[src/core/nce_pkg.sv]
/*
  Shared constants and types of the nibble execution-control core:
  opcode classes, ALU functions, widths, reset values and the divider.
  Assumes an outside decoder that turns instruction words into op classes.
*/
package nce_pkg;

  // Widths
  localparam int DATA_W = 4;
  localparam int PC_W = 12;
  localparam int PAGE_W = 6;
  localparam int STACK_DEPTH = 4;

  // Oscillator to system clock division
  localparam int DIV_RATIO = 4;
  localparam int PHASE_W = 2;
  localparam logic [PHASE_W-1:0] PHASE_LAST = PHASE_W'(DIV_RATIO - 1);

  // Reset values
  localparam logic [PC_W-1:0] RESET_PC = 12'hfff;
  localparam logic [DATA_W-1:0] RESET_NIBBLE = 4'h0;
  localparam logic RESET_STATUS = 1'b0;
  localparam logic RESET_CARRY = 1'b0;

  // Decimal adjust figures
  localparam logic [DATA_W-1:0] BCD_MAX = 4'h9;
  localparam logic [DATA_W-1:0] BCD_ADD_FIX = 4'h6;
  localparam logic [DATA_W-1:0] BCD_SUB_FIX = 4'ha;

  // Swap suffix bits
  localparam int SWAP_X_BIT = 1;
  localparam int SWAP_Y_BIT = 0;

  typedef enum logic [4:0] {
    OP_NOP,
    OP_LOAD_ACC_IMM,
    OP_LOAD_B_IMM,
    OP_LOAD_X_IMM,
    OP_LOAD_Y_IMM,
    OP_LOAD_ACC_MEM,
    OP_STORE_ACC_MEM,
    OP_INC_Y,
    OP_ADD_MEM,
    OP_ADD_WITH_CARRY,
    OP_SUBTRACT_WITH_BORROW,
    OP_DECIMAL_ADJUST_ADD,
    OP_DECIMAL_ADJUST_SUBTRACT,
    OP_SET_CARRY,
    OP_CLEAR_CARRY_FLAG,
    OP_TEST_CARRY,
    OP_ROTATE_LEFT,
    OP_ROTATE_RIGHT,
    OP_MEM_NE_IMM,
    OP_ACC_LE_IMM,
    OP_TEST_SOURCE,
    OP_STATUS_JUMP,
    OP_CALL,
    OP_RETURN,
    OP_LOAD_UPPER_COUNTER_ON_STATUS,
    OP_PATTERN
  } nce_op_t;

  typedef enum logic {
    ALU_ADD,
    ALU_SUB
  } nce_alu_fn_t;

endpackage : nce_pkg

[src/core/nce_alu_if.sv]
/*
  Interface between the execution core and its 4-bit ALU.
  Assumes a purely combinational ALU on the alu side.
*/
`timescale 1ns/1ps
`default_nettype none

interface nce_alu_if;
  import nce_pkg::*;

  nce_alu_fn_t fn;
  logic [DATA_W-1:0] opa;
  logic [DATA_W-1:0] opb;
  logic cin;
  logic [DATA_W-1:0] res;
  logic cout;
  logic nz;

  modport core (output fn, output opa, output opb, output cin, input res, input cout, input nz);
  modport alu (input fn, input opa, input opb, input cin, output res, output cout, output nz);
endinterface : nce_alu_if

`default_nettype wire

[src/core/nce_alu.sv]
/*
  4-bit ALU: opa + opb + cin, or opa - opb - !cin.
  For subtraction cout means no borrow. Assumes the core registers results.
*/
`timescale 1ns/1ps
`default_nettype none

module nce_alu
  import nce_pkg::*;
(
  nce_alu_if.alu alu
);

  logic [DATA_W:0] sum;

  // Subtract as add of complement, so carry out reads as no borrow
  always_comb begin
    if (alu.fn == ALU_SUB) begin
      sum = {1'b0, alu.opa} + {1'b0, ~alu.opb} + {4'h0, alu.cin};
    end else begin
      sum = {1'b0, alu.opa} + {1'b0, alu.opb} + {4'h0, alu.cin};
    end
    alu.res = sum[DATA_W-1:0];
    alu.cout = sum[DATA_W];
    alu.nz = |sum[DATA_W-1:0];
  end

endmodule : nce_alu

`default_nettype wire

[src/core/nce_exec.sv]
/*
  Execution control of a 4-bit microcomputer core: clock division,
  status and carry flags, swaps, conditional flow, halt and reset.
  Assumes a decoder presents op class, operands and swap suffix
  synchronously, and RAM read data for address {x,y} during the cycle.
  // Function
  // RULE1 - Reset input during halt discards held state; normal initialisation follows.
  // RULE2 - Internal system clock is oscillator input divided by four.
  // RULE3 - All instructions take one cycle; pattern fetch takes exactly two.
  // RULE4 - Not-zero instructions set status when ALU result is nonzero.
  // RULE5 - Carry instructions set status when addition produces carry out.
  // RULE6 - No-borrow instructions set status when subtraction needs no borrow.
  // RULE7 - Test instructions copy named bit, pin or flag straight into status.
  // RULE8 - Only eight named instructions change the carry flag.
  // RULE9 - Swap suffix exchanges X, Y or both with spares after RAM access.
  // RULE10 - Subroutine call pushes return and jumps only when status is one.
  // RULE11 - Upper counter load replaces page bits only when status is one.
  // RULE12 - Status jump loads target only when status is one, else falls through.
  // RULE13 - Halt pin low freezes clock and all state; high resumes.
  // RULE14 - Status undefined after reset; firmware sets it before conditional flow.
*/
`timescale 1ns/1ps
`default_nettype none

module nce_exec
  import nce_pkg::*;
(
  // Clock and reset
  input wire logic clk_sys,
  input wire logic nrst,
  input wire logic ce,
  input wire logic reset_pin,
  input wire logic halt_pin_n,
  // Instruction from decoder
  input wire nce_op_t instr_op,
  input wire logic [DATA_W-1:0] instr_imm,
  input wire logic [PAGE_W-1:0] instr_addr,
  input wire logic [1:0] instr_swap,
  input wire logic test_source,
  // RAM
  input wire logic [DATA_W-1:0] ram_rdata,
  output logic [DATA_W-1:0] ram_x_r,
  output logic [DATA_W-1:0] ram_y_r,
  output logic ram_wr_r,
  output logic [DATA_W-1:0] ram_wdata_r,
  // Program and pattern fetch
  output logic [PC_W-1:0] pc_r,
  output logic fetch_r,
  output logic pat_rd_r,
  output logic [PC_W-1:0] pat_addr_r,
  // Visible state
  output logic sys_clk_r,
  output logic [DATA_W-1:0] acc_r,
  output logic [DATA_W-1:0] b_r,
  output logic status_r,
  output logic carry_r,
  output logic halted_r
);
  nce_alu_if alu_bus ();
  nce_alu u_alu (
    .alu(alu_bus.alu)
  );
  logic [PHASE_W-1:0] phase_r, phase_nxt;
  logic [DATA_W-1:0] spx_r, spx_nxt, spy_r, spy_nxt;
  logic [DATA_W-1:0] x_nxt, y_nxt, acc_nxt, b_nxt, wdata_nxt;
  logic [PC_W-1:0] pc_nxt, pat_addr_nxt;
  logic [PC_W-1:0] stack_r [STACK_DEPTH];
  logic [PC_W-1:0] stack_nxt [STACK_DEPTH];
  logic status_nxt, carry_nxt, wr_nxt, fetch_nxt, pat_rd_nxt, sys_clk_nxt;
  logic pat_busy_r, pat_busy_nxt;
  logic run, tick;
  logic [PC_W-1:0] pc_inc;
  // Halt stops the divider itself, so nothing advances while low
  assign run = ce && halt_pin_n; // [RULE13]
  assign tick = run && (phase_r == PHASE_LAST); // [RULE2]
  assign pc_inc = pc_r + 12'h001;

  // ALU operand selection from the op class
  always_comb begin
    alu_bus.fn = ALU_ADD;
    alu_bus.opa = ram_rdata;
    alu_bus.opb = acc_r;
    alu_bus.cin = 1'b0;
    case (instr_op)
      OP_ADD_WITH_CARRY: alu_bus.cin = carry_r;
      OP_SUBTRACT_WITH_BORROW: begin
        alu_bus.fn = ALU_SUB;
        alu_bus.cin = carry_r;
      end
      OP_DECIMAL_ADJUST_ADD: begin
        alu_bus.opa = acc_r;
        alu_bus.opb = BCD_ADD_FIX;
      end
      OP_DECIMAL_ADJUST_SUBTRACT: begin
        alu_bus.opa = acc_r;
        alu_bus.opb = BCD_SUB_FIX;
      end
      OP_INC_Y: begin
        alu_bus.opa = ram_y_r;
        alu_bus.opb = 4'h1;
      end
      OP_MEM_NE_IMM: begin
        alu_bus.fn = ALU_SUB;
        alu_bus.opb = instr_imm;
        alu_bus.cin = 1'b1;
      end
      OP_ACC_LE_IMM: begin
        alu_bus.fn = ALU_SUB;
        alu_bus.opa = instr_imm;
        alu_bus.cin = 1'b1;
      end
      default: alu_bus.fn = ALU_ADD;
    endcase
  end

  // Next-state of the whole core; phase and system clock move on every running edge, the rest only on an instruction tick
  always_comb begin
    phase_nxt = phase_r;
    sys_clk_nxt = sys_clk_r;
    pc_nxt = pc_r;
    acc_nxt = acc_r;
    b_nxt = b_r;
    x_nxt = ram_x_r;
    y_nxt = ram_y_r;
    spx_nxt = spx_r;
    spy_nxt = spy_r;
    status_nxt = status_r;
    carry_nxt = carry_r;
    wr_nxt = 1'b0;
    wdata_nxt = ram_wdata_r;
    fetch_nxt = 1'b0;
    pat_rd_nxt = 1'b0;
    pat_addr_nxt = pat_addr_r;
    pat_busy_nxt = pat_busy_r;
    stack_nxt = stack_r;
    if (run) begin
      phase_nxt = phase_r + 2'h1; // [RULE2]
      sys_clk_nxt = phase_nxt[PHASE_W-1];
    end
    if (tick && pat_busy_r) begin // Second cycle of the pattern fetch
      pat_rd_nxt = 1'b1; // [RULE3]
      pat_busy_nxt = 1'b0;
      pc_nxt = pc_inc;
      fetch_nxt = 1'b1;
    end else if (tick) begin
      pc_nxt = pc_inc;
      fetch_nxt = 1'b1;
      case (instr_op)
        OP_LOAD_ACC_IMM: acc_nxt = instr_imm;
        OP_LOAD_B_IMM: b_nxt = instr_imm;
        OP_LOAD_X_IMM: x_nxt = instr_imm;
        OP_LOAD_Y_IMM: y_nxt = instr_imm;
        OP_LOAD_ACC_MEM: acc_nxt = ram_rdata;
        OP_STORE_ACC_MEM: begin
          wr_nxt = 1'b1;
          wdata_nxt = acc_r;
        end
        OP_INC_Y: begin
          y_nxt = alu_bus.res;
          status_nxt = alu_bus.nz; // [RULE4]
        end
        OP_ADD_MEM: begin
          acc_nxt = alu_bus.res;
          status_nxt = alu_bus.cout; // [RULE5]
        end
        OP_ADD_WITH_CARRY: begin
          acc_nxt = alu_bus.res;
          status_nxt = alu_bus.cout; // [RULE5]
          carry_nxt = alu_bus.cout; // [RULE8]
        end
        OP_SUBTRACT_WITH_BORROW: begin
          acc_nxt = alu_bus.res;
          status_nxt = alu_bus.cout; // [RULE6]
          carry_nxt = alu_bus.cout; // [RULE8]
        end
        OP_DECIMAL_ADJUST_ADD: begin
          // Only a digit above nine or a pending carry needs fixing
          if (carry_r || (acc_r > BCD_MAX)) begin
            acc_nxt = alu_bus.res;
            carry_nxt = 1'b1; // [RULE8]
          end
        end
        OP_DECIMAL_ADJUST_SUBTRACT: begin
          if (!carry_r) acc_nxt = alu_bus.res;
          carry_nxt = carry_r; // [RULE8]
        end
        OP_SET_CARRY: carry_nxt = 1'b1; // [RULE8]
        OP_CLEAR_CARRY_FLAG: carry_nxt = 1'b0; // [RULE8]
        OP_TEST_CARRY: status_nxt = carry_r; // [RULE7]
        OP_ROTATE_LEFT: begin
          acc_nxt = {acc_r[DATA_W-2:0], carry_r};
          carry_nxt = acc_r[DATA_W-1]; // [RULE8]
        end
        OP_ROTATE_RIGHT: begin
          acc_nxt = {carry_r, acc_r[DATA_W-1:1]};
          carry_nxt = acc_r[0]; // [RULE8]
        end
        OP_MEM_NE_IMM: status_nxt = alu_bus.nz; // [RULE4]
        OP_ACC_LE_IMM: status_nxt = alu_bus.cout; // [RULE6]
        OP_TEST_SOURCE: status_nxt = test_source; // [RULE7]
        OP_STATUS_JUMP: begin
          // Status is cleared to RESET_STATUS at reset; firmware sets it first [RULE14]
          if (status_r) begin
            pc_nxt = {pc_r[PC_W-1:PAGE_W], instr_addr}; // [RULE12]
          end
        end
        OP_CALL: begin
          if (status_r) begin
            stack_nxt[0] = pc_inc; // [RULE10]
            for (int i = 1; i < STACK_DEPTH; i++) begin
              stack_nxt[i] = stack_r[i-1];
            end
            pc_nxt = {pc_r[PC_W-1:PAGE_W], instr_addr}; // [RULE10]
          end
        end
        OP_RETURN: begin
          pc_nxt = stack_r[0];
          for (int i = 0; i < STACK_DEPTH - 1; i++) begin
            stack_nxt[i] = stack_r[i+1];
          end
        end
        OP_LOAD_UPPER_COUNTER_ON_STATUS: begin
          if (status_r) begin
            pc_nxt = {instr_addr, pc_inc[PAGE_W-1:0]}; // [RULE11]
          end
        end
        OP_PATTERN: begin
          // Hold the counter; it moves on after the second cycle
          pc_nxt = pc_r;
          fetch_nxt = 1'b0;
          pat_busy_nxt = 1'b1; // [RULE3]
          pat_addr_nxt = {pc_r[PC_W-1:2*DATA_W], b_r, acc_r};
        end
        default: pc_nxt = pc_inc;
      endcase
      // Swaps follow the main operation of RAM access only
      if (instr_op == OP_LOAD_ACC_MEM || instr_op == OP_STORE_ACC_MEM) begin
        if (instr_swap[SWAP_X_BIT]) begin
          x_nxt = spx_r; // [RULE9]
          spx_nxt = ram_x_r;
        end
        if (instr_swap[SWAP_Y_BIT]) begin
          y_nxt = spy_r; // [RULE9]
          spy_nxt = ram_y_r;
        end
      end
    end
  end

  // Register stage; reset pin wins over halt, so held state is lost
  always_ff @(posedge clk_sys) begin
    if (!nrst || reset_pin) begin // [RULE1]
      phase_r <= '0;
      sys_clk_r <= 1'b0;
      pc_r <= RESET_PC;
      acc_r <= RESET_NIBBLE;
      b_r <= RESET_NIBBLE;
      ram_x_r <= RESET_NIBBLE;
      ram_y_r <= RESET_NIBBLE;
      spx_r <= RESET_NIBBLE;
      spy_r <= RESET_NIBBLE;
      status_r <= RESET_STATUS;
      carry_r <= RESET_CARRY;
      ram_wr_r <= 1'b0;
      ram_wdata_r <= RESET_NIBBLE;
      fetch_r <= 1'b0;
      pat_rd_r <= 1'b0;
      pat_addr_r <= '0;
      pat_busy_r <= 1'b0;
      halted_r <= 1'b0;
      stack_r <= '{default: '0};
    end else if (ce) begin
      phase_r <= phase_nxt;
      sys_clk_r <= sys_clk_nxt;
      pc_r <= pc_nxt;
      acc_r <= acc_nxt;
      b_r <= b_nxt;
      ram_x_r <= x_nxt;
      ram_y_r <= y_nxt;
      spx_r <= spx_nxt;
      spy_r <= spy_nxt;
      status_r <= status_nxt;
      carry_r <= carry_nxt;
      ram_wr_r <= wr_nxt;
      ram_wdata_r <= wdata_nxt;
      fetch_r <= fetch_nxt;
      pat_rd_r <= pat_rd_nxt;
      pat_addr_r <= pat_addr_nxt;
      pat_busy_r <= pat_busy_nxt;
      halted_r <= !halt_pin_n; // [RULE13]
      stack_r <= stack_nxt;
    end
  end

endmodule : nce_exec

`default_nettype wire

[config.mk]
export PLATFORM = sky130hd
export DESIGN_NAME = nce_exec
export DESIGN_NICKNAME = d
export VERILOG_FILES = /design/src/core/nce_pkg.sv /design/src/core/nce_alu_if.sv /design/src/core/nce_alu.sv /design/src/core/nce_exec.sv
export SDC_FILE = /design/constraint.sdc
export NUM_CORES = 1
export LEC_CHECK = 0
export ABC_AREA = 1
export BUFFER_PORTS_ARGS = -buffer_cell sky130_fd_sc_hd__buf_2
export CELL_PAD_IN_SITES_DETAIL_PLACEMENT = 1
export CELL_PAD_IN_SITES_GLOBAL_PLACEMENT = 1
export CORE_UTILIZATION = 35
export DETAILED_ROUTE_END_ITERATION = 10
export PLACE_DENSITY = 0.81
export SYNTH_ARGS = -nofsm -noshare
export SYNTH_HDL_FRONTEND = slang
export SYNTH_SLANG_ARGS = --single-unit
[constraint.sdc]
create_clock -name clk_sys -period 3.45 [get_ports clk_sys]
set_clock_uncertainty 0.05 [all_clocks]
set_input_delay 0.69 -clock clk_sys [delete_from_list [all_inputs] [get_ports clk_sys]]
set_output_delay 0.69 -clock clk_sys [all_outputs]
set_load 0.005 [all_outputs]
# ---- Word-level counts from Yosys, hierarchy flattened
# Index checks and enable logic that the tools add are counted.
dict set report classes {
  magnitude_cmp 1
  n_reduce_logical 38
  addsub 6
  bitwise_logic 2
  n_eq_ne 31
  mux 34
}
# op count
set op_table {}
lappend op_table {{$pmux 36 s2} 1}
lappend op_table {{$eq 5x5->1 const B} 10}
lappend op_table {{$mux 12} 4}
lappend op_table {{$mux 48} 1}
lappend op_table {{$pmux 12 s4} 1}
lappend op_table {{$eq 5x4->1 const B} 8}
lappend op_table {{$mux 4} 7}
lappend op_table {{$pmux 4 s7} 1}
lappend op_table {{$reduce_and 5->1} 5}
lappend op_table {{$eq 5x3->1 const B} 4}
lappend op_table {{$reduce_and 4->1} 5}
lappend op_table {{$pmux 4 s4} 1}
lappend op_table {{$add 12x1->12 const B} 1}
lappend op_table {{$mux 1} 12}
lappend op_table {{$pmux 4 s3} 1}
lappend op_table {{$add 4x4->5} 2}
lappend op_table {{$add 5x1->5} 2}
lappend op_table {{$eq 5x2->1 const B} 2}
lappend op_table {{$reduce_or 2->1} 5}
lappend op_table {{$reduce_and 3->1} 3}
lappend op_table {{$ne 2x2->1 const B} 4}
lappend op_table {{$pmux 4 s2} 1}
lappend op_table {{$reduce_or 4->1} 2}
lappend op_table {{$reduce_bool 7->1} 1}
lappend op_table {{other kinds (20)} 28}
dict set report word_totals {
  in_bits 27
  output_inout_bits 51
  ff_bits 110
  elab_cells 135
}

# ---- Depth between registers and ports, before layout
dict set report logic_depth {
  word_depth 9
  depth_mapped 24
  ltp_nobuf 24
}

# ---- By module
# Synthesis repeated with hierarchy kept, for this count alone.
dict set report hier_totals {
  hier_cells 902
  hier_area_um2 6163.4
}
# module cells_per_inst n_inst area_per_inst_um2
set modules_own_cells {}
lappend modules_own_cells {nce_exec 847 1 5790.6}
lappend modules_own_cells {nce_alu 55 1 372.9}

# ---- Worst setup path after synthesis
# OpenSTA, ideal clock, no wires.
dict set report synth_path {
  kind {input -> register}
  startpoint {input instr_op[3]}
  endpoint {register status_r}
  cell_stages 18
  required_ns 3.269
  t_arrival_ns 3.339
  slack_ns -0.070
  path_cell_list {nor2_2 > nand2_1 > nor2_2 > nor2_1 > nand2_1 > inv_1 > a221oi_1 > fa_1 > inv_1 > fa_1 > or2_2 > o21a_1 > nor3_1 > nand2_1 > nand2_1 > nand2_1 > nand2_1 > a21oi_2}
}
dict set report synth_between {
  elab_chain_cells 8
}
# element line_no
set synth_rtl {}
lappend synth_rtl {{start, declared} nce_exec.sv:35} ;# input wire nce_op_t instr_op,
lappend synth_rtl {{$eq 5x4->1 (tied with other cells)} nce_exec.sv:84} ;# case (instr_op)
lappend synth_rtl {{$reduce_or 2->1 (no source line) / $pmux 4 s4 (equally long branches)} n/a}
lappend synth_rtl {{$pmux 4 s3 / $not 4->4 (equally long branches)} {nce_exec.sv:84, nce_alu.sv:19}}
lappend synth_rtl {{$add 4x4->5, on equally long branches} {nce_alu.sv:21, nce_alu.sv:19}}
lappend synth_rtl {{$add 5x1->5, on equally long branches} {nce_alu.sv:21, nce_alu.sv:19}}
lappend synth_rtl {{$mux 5} nce_alu.sv:18} ;# if (alu.fn == ALU_SUB) begin
lappend synth_rtl {{$reduce_or 4->1} nce_alu.sv:25} ;# alu.nz = |sum[DATA_W-1:0];
lappend synth_rtl {{$pmux 1 s4} nce_exec.sv:148} ;# case (instr_op)
lappend synth_rtl {{end signal, assigned} nce_exec.sv:282} ;# status_r <= status_nxt;
lappend synth_rtl {{end, declared} nce_exec.sv:55} ;# output logic status_r,
# Several ways; a longest one is shown, not always the timed one.
# A chain may end at the register's enable or synchronous reset.

# ---- Final worst setup path
# Ends and elaborated chain as after synthesis.

==> impl_metrics.env <==
export IMPL_status="finished, final reports clean"
export IMPL_synth_yosys_warnings=0
export IMPL_crit_buf_inv=4
export IMPL_muxShareOfSynthArea_pct=0
export IMPL_crit_path_end_kind="register"
export IMPL_n_antenna_cell=0
export IMPL_worst_path_max_fanout=4
export IMPL_finalMaxSlewViolations=0
export IMPL_fillers=2140
export IMPL_drtIter0Drc=326
export IMPL_cap_violations=0
export IMPL_coreArea_um2=16500
export IMPL_wl_met1_um=9150
export IMPL_grt_ovfl_total=0
export IMPL_track_usage_pct=23.2
export IMPL_p_leak_nw=3.06
export IMPL_antenna_found_initial=0
export IMPL_slew_headroom_pct=52.2
export IMPL_synthSimpleGateAreaFrac_pct=19.0
export IMPL_tightest_slew_ns=0.713
export IMPL_route_vias_total=6128
export IMPL_finalPower_w=0.00266
export IMPL_finalCriticalPeriod_ns=3.25
export IMPL_grt_pass1_wl_um=32500
export IMPL_cts_htree_levels=3
export IMPL_mostFrequentLayoutCells="dfxtp_1, inv_1, nand2_1"
export IMPL_required_ns=3.62
export IMPL_synthArstFlopShare_pct=0
export IMPL_routed_wirelength_um=19600
export IMPL_route_detailed_drc=0
export IMPL_ctsRootBufferMaster="clkbuf_16"
export IMPL_grt_max_degree=68
export IMPL_row_count=47
export IMPL_cp_common_cell="nand2_1"
export IMPL_dieHeight_um=132
export IMPL_synth_top_family_by_area="compound AO/OA/AOI/OAI gates"
export IMPL_firstDrtPassIters=5
export IMPL_crit_family="simple AND/OR/NAND/NOR gates"
export IMPL_wl_met2_um=9450
export IMPL_wl_per_cell_um=17.0
export IMPL_routed_top_layer="met4"
export IMPL_preCtsSetupSlack_ns=-0.279
export IMPL_clockBufferDepth=2
export IMPL_netlist_area_um2=5880
export IMPL_synth_main_ff_cell="dfxtp_1"
export IMPL_ir_worst_vdd_mv=0.217
export IMPL_synth_seq_cells=109
export IMPL_synth_cell_types=47
export IMPL_io_buffer_count=77
export IMPL_final_common_cell="dfxtp_1"
export IMPL_synth_edf_count=0
export IMPL_setup_violations_final=0
export IMPL_route_antenna_remaining_nets=0
export IMPL_fmax_ghz=0.308
export IMPL_hp_class="reg2reg"
export IMPL_worst_slack_ns=0.203
export IMPL_cp_cell_sequence="buf_2 > nor2_2 > nand2_1 > nor2_4 > inv_1 > o22ai_1 > a221oi_2 > buf_4 > fa_1 > inv_1 > fa_1 > or2_2 > o21a_1 > nor3_2 > nand2_1 > nand2_1 > nand2_1 > nand2_1 > a21oi_2"
export IMPL_drive_gt1_share_pct=22.1
export IMPL_start_util_pct=35.7
export IMPL_synth_nets=854
export IMPL_syn2layout_area_growth_pct=22.8
export IMPL_die_area_um2=17300
export IMPL_rsz0062_at_grt="yes"
export IMPL_wl_met3_um=732
export IMPL_power_density_nw_per_um2=369
export IMPL_synth_adder_area_share_pct=2.94
export IMPL_path_class="in2reg"
export IMPL_die_width_um=132
export IMPL_start_kind="input port"
export IMPL_crit_path_top_delay_cell="fa_1"
export IMPL_gp_congestion=0.918
export IMPL_avgViaCountPerCell=5.32
export IMPL_yosys_area_share_xor_xnor_pct=1.64
export IMPL_hpwl_um=14800
export IMPL_final_nets=966
export IMPL_cts_tree="built"
export IMPL_cts_made_buffers=9
export IMPL_slowest_delay_ns=0.43
export IMPL_final_core_util_pct=43.8
export IMPL_clkSinkCount=109
export IMPL_clk_latency_ns=0.36
export IMPL_grt_pass1_vias=6251
export IMPL_synth_area_per_cell_um2=7.21
export IMPL_io_pins=78
export IMPL_synth_compound_area_share_pct=29.8
export IMPL_netlist_instances=815
export IMPL_cp_arrival_ns=3.42
export IMPL_synth_seq_area_share_pct=37.1
export IMPL_clk_pin_slew_worst_paths_ns=0.07
export IMPL_hold_violations=0
export IMPL_fin_crit_sh_pct=94.1
## kinds of logic after synthesis
kind of cell / Yosys count
adders and majority gates: 12
buffers and inverters: 145
and+or+nand+nor: 246
xor gates and xnor gates: 11
DFF: 109
AOI/OAI and AO/OA: 292
## registers in the layout, summed over array words and instances (netlist names)
name,flops
spx_r,4
phase_r,1
ram_x_r,4
carry_r,1
ram_y_r,4
spy_r,4
b_r,4
pat_addr_r,12
pat_busy_r,1
sys_clk_r,1
acc_r,4
fetch_r,1
ram_wdata_r,4
status_r,1
stack_r,48
pat_rd_r,1
ram_wr_r,1
pc_r,12
halted_r,1
## final cells by class
cell class / count / area (um2) / area share [%]
timing repair buffer: 135 / 821 / 11.4
multi-input combinational: 561 / 3190 / 44.2
inverter: 111 / 417 / 5.77
sequential: 109 / 2180 / 30.2
tap: 220 / 275 / 3.81
clock inverter: 7 / 105 / 1.46
clock buffer: 9 / 225 / 3.12
## synth_stat cells, types with 7 or more instances
cell	n	share of area (%)
dfxtp_1	109	37
o22ai_1	7	0.75
nor2_1	89	5.7
a22oi_1	21	2.7
inv_2	11	0.70
nor3_1	15	1.3
clkbuf_1	25	1.6
o21ai_1	11	0.94
a211oi_1	22	2.8
o211ai_1	13	1.7
buf_2	8	0.68
nand2_1	93	5.9
ha_1	9	1.9
o21ai_0	90	7.7
a31oi_1	7	0.75
nand3_1	15	1.3
a21oi_1	87	7.4
inv_1	98	6.3
a221oi_1	13	1.9
xor2_1	10	1.5
## layer usage
metal | vias to the layer above | GRT usage [%]
met5 | - | 0
li1 | 3019 | -
met2 | 131 | 39.5
met1 | 2959 | 30.1
met4 | 0 | 7.11
met3 | 19 | 3.24
## stage by stage
stage	hold WS [ns]	cell area, um2	instances	TNS (ns)
detailed placement	0.415	6840	1135	-1.09
CTS	0.427	7170	1151	0
floorplan	0.404	5880	815	0
global placement	0.408	6840	1135	-0.365
finish	0.422	7220	1152	0
global route	0.442	7220	1152	-0.0631
## timing repair
item / in CTS / in global routing
gates resized for setup: 0 / 11
endpoints found under the setup margin: 0 / 3
hold endpoints to repair: 0 / 0
setup buffers: 0 / 1
hold buffers: 0 / 0
## where the power goes
part	total [W]	internal [W]	switching, W
Sequential	0.00126	0.00126	0.00000101
Combinational	0.000256	0.0000953	0.000161
Clock	0.00115	0.000648	0.000501
Total	0.00266	0.00200	0.000663
## worst reg2reg max path, stage by stage, from the launching register on
cell,delay [ns]
dfxtp_1,0.38
inv_1,0.10
o22ai_1,0.20
a221oi_2,0.05
buf_4,0.16
fa_1,0.43
inv_1,0.08
fa_1,0.40
or2_2,0.30
o21a_1,0.13
nor3_2,0.15
nand2_1,0.07
nand2_1,0.05
nand2_1,0.05
nand2_1,0.07
a21oi_2,0.05
## final timing paths
check / startpoint / endpoint / slack [ns] / cells past startpoint
setup reg to reg: ram_y_r[0] / status_r / 0.61 / 15
hold / removal: fetch_r / fetch_r / 0.42 / 2
setup / recovery: instr_op[3] / status_r / 0.20 / 19
hold reg to reg: fetch_r / fetch_r / 0.42 / 2
Power figures use the tool's default switching activity.
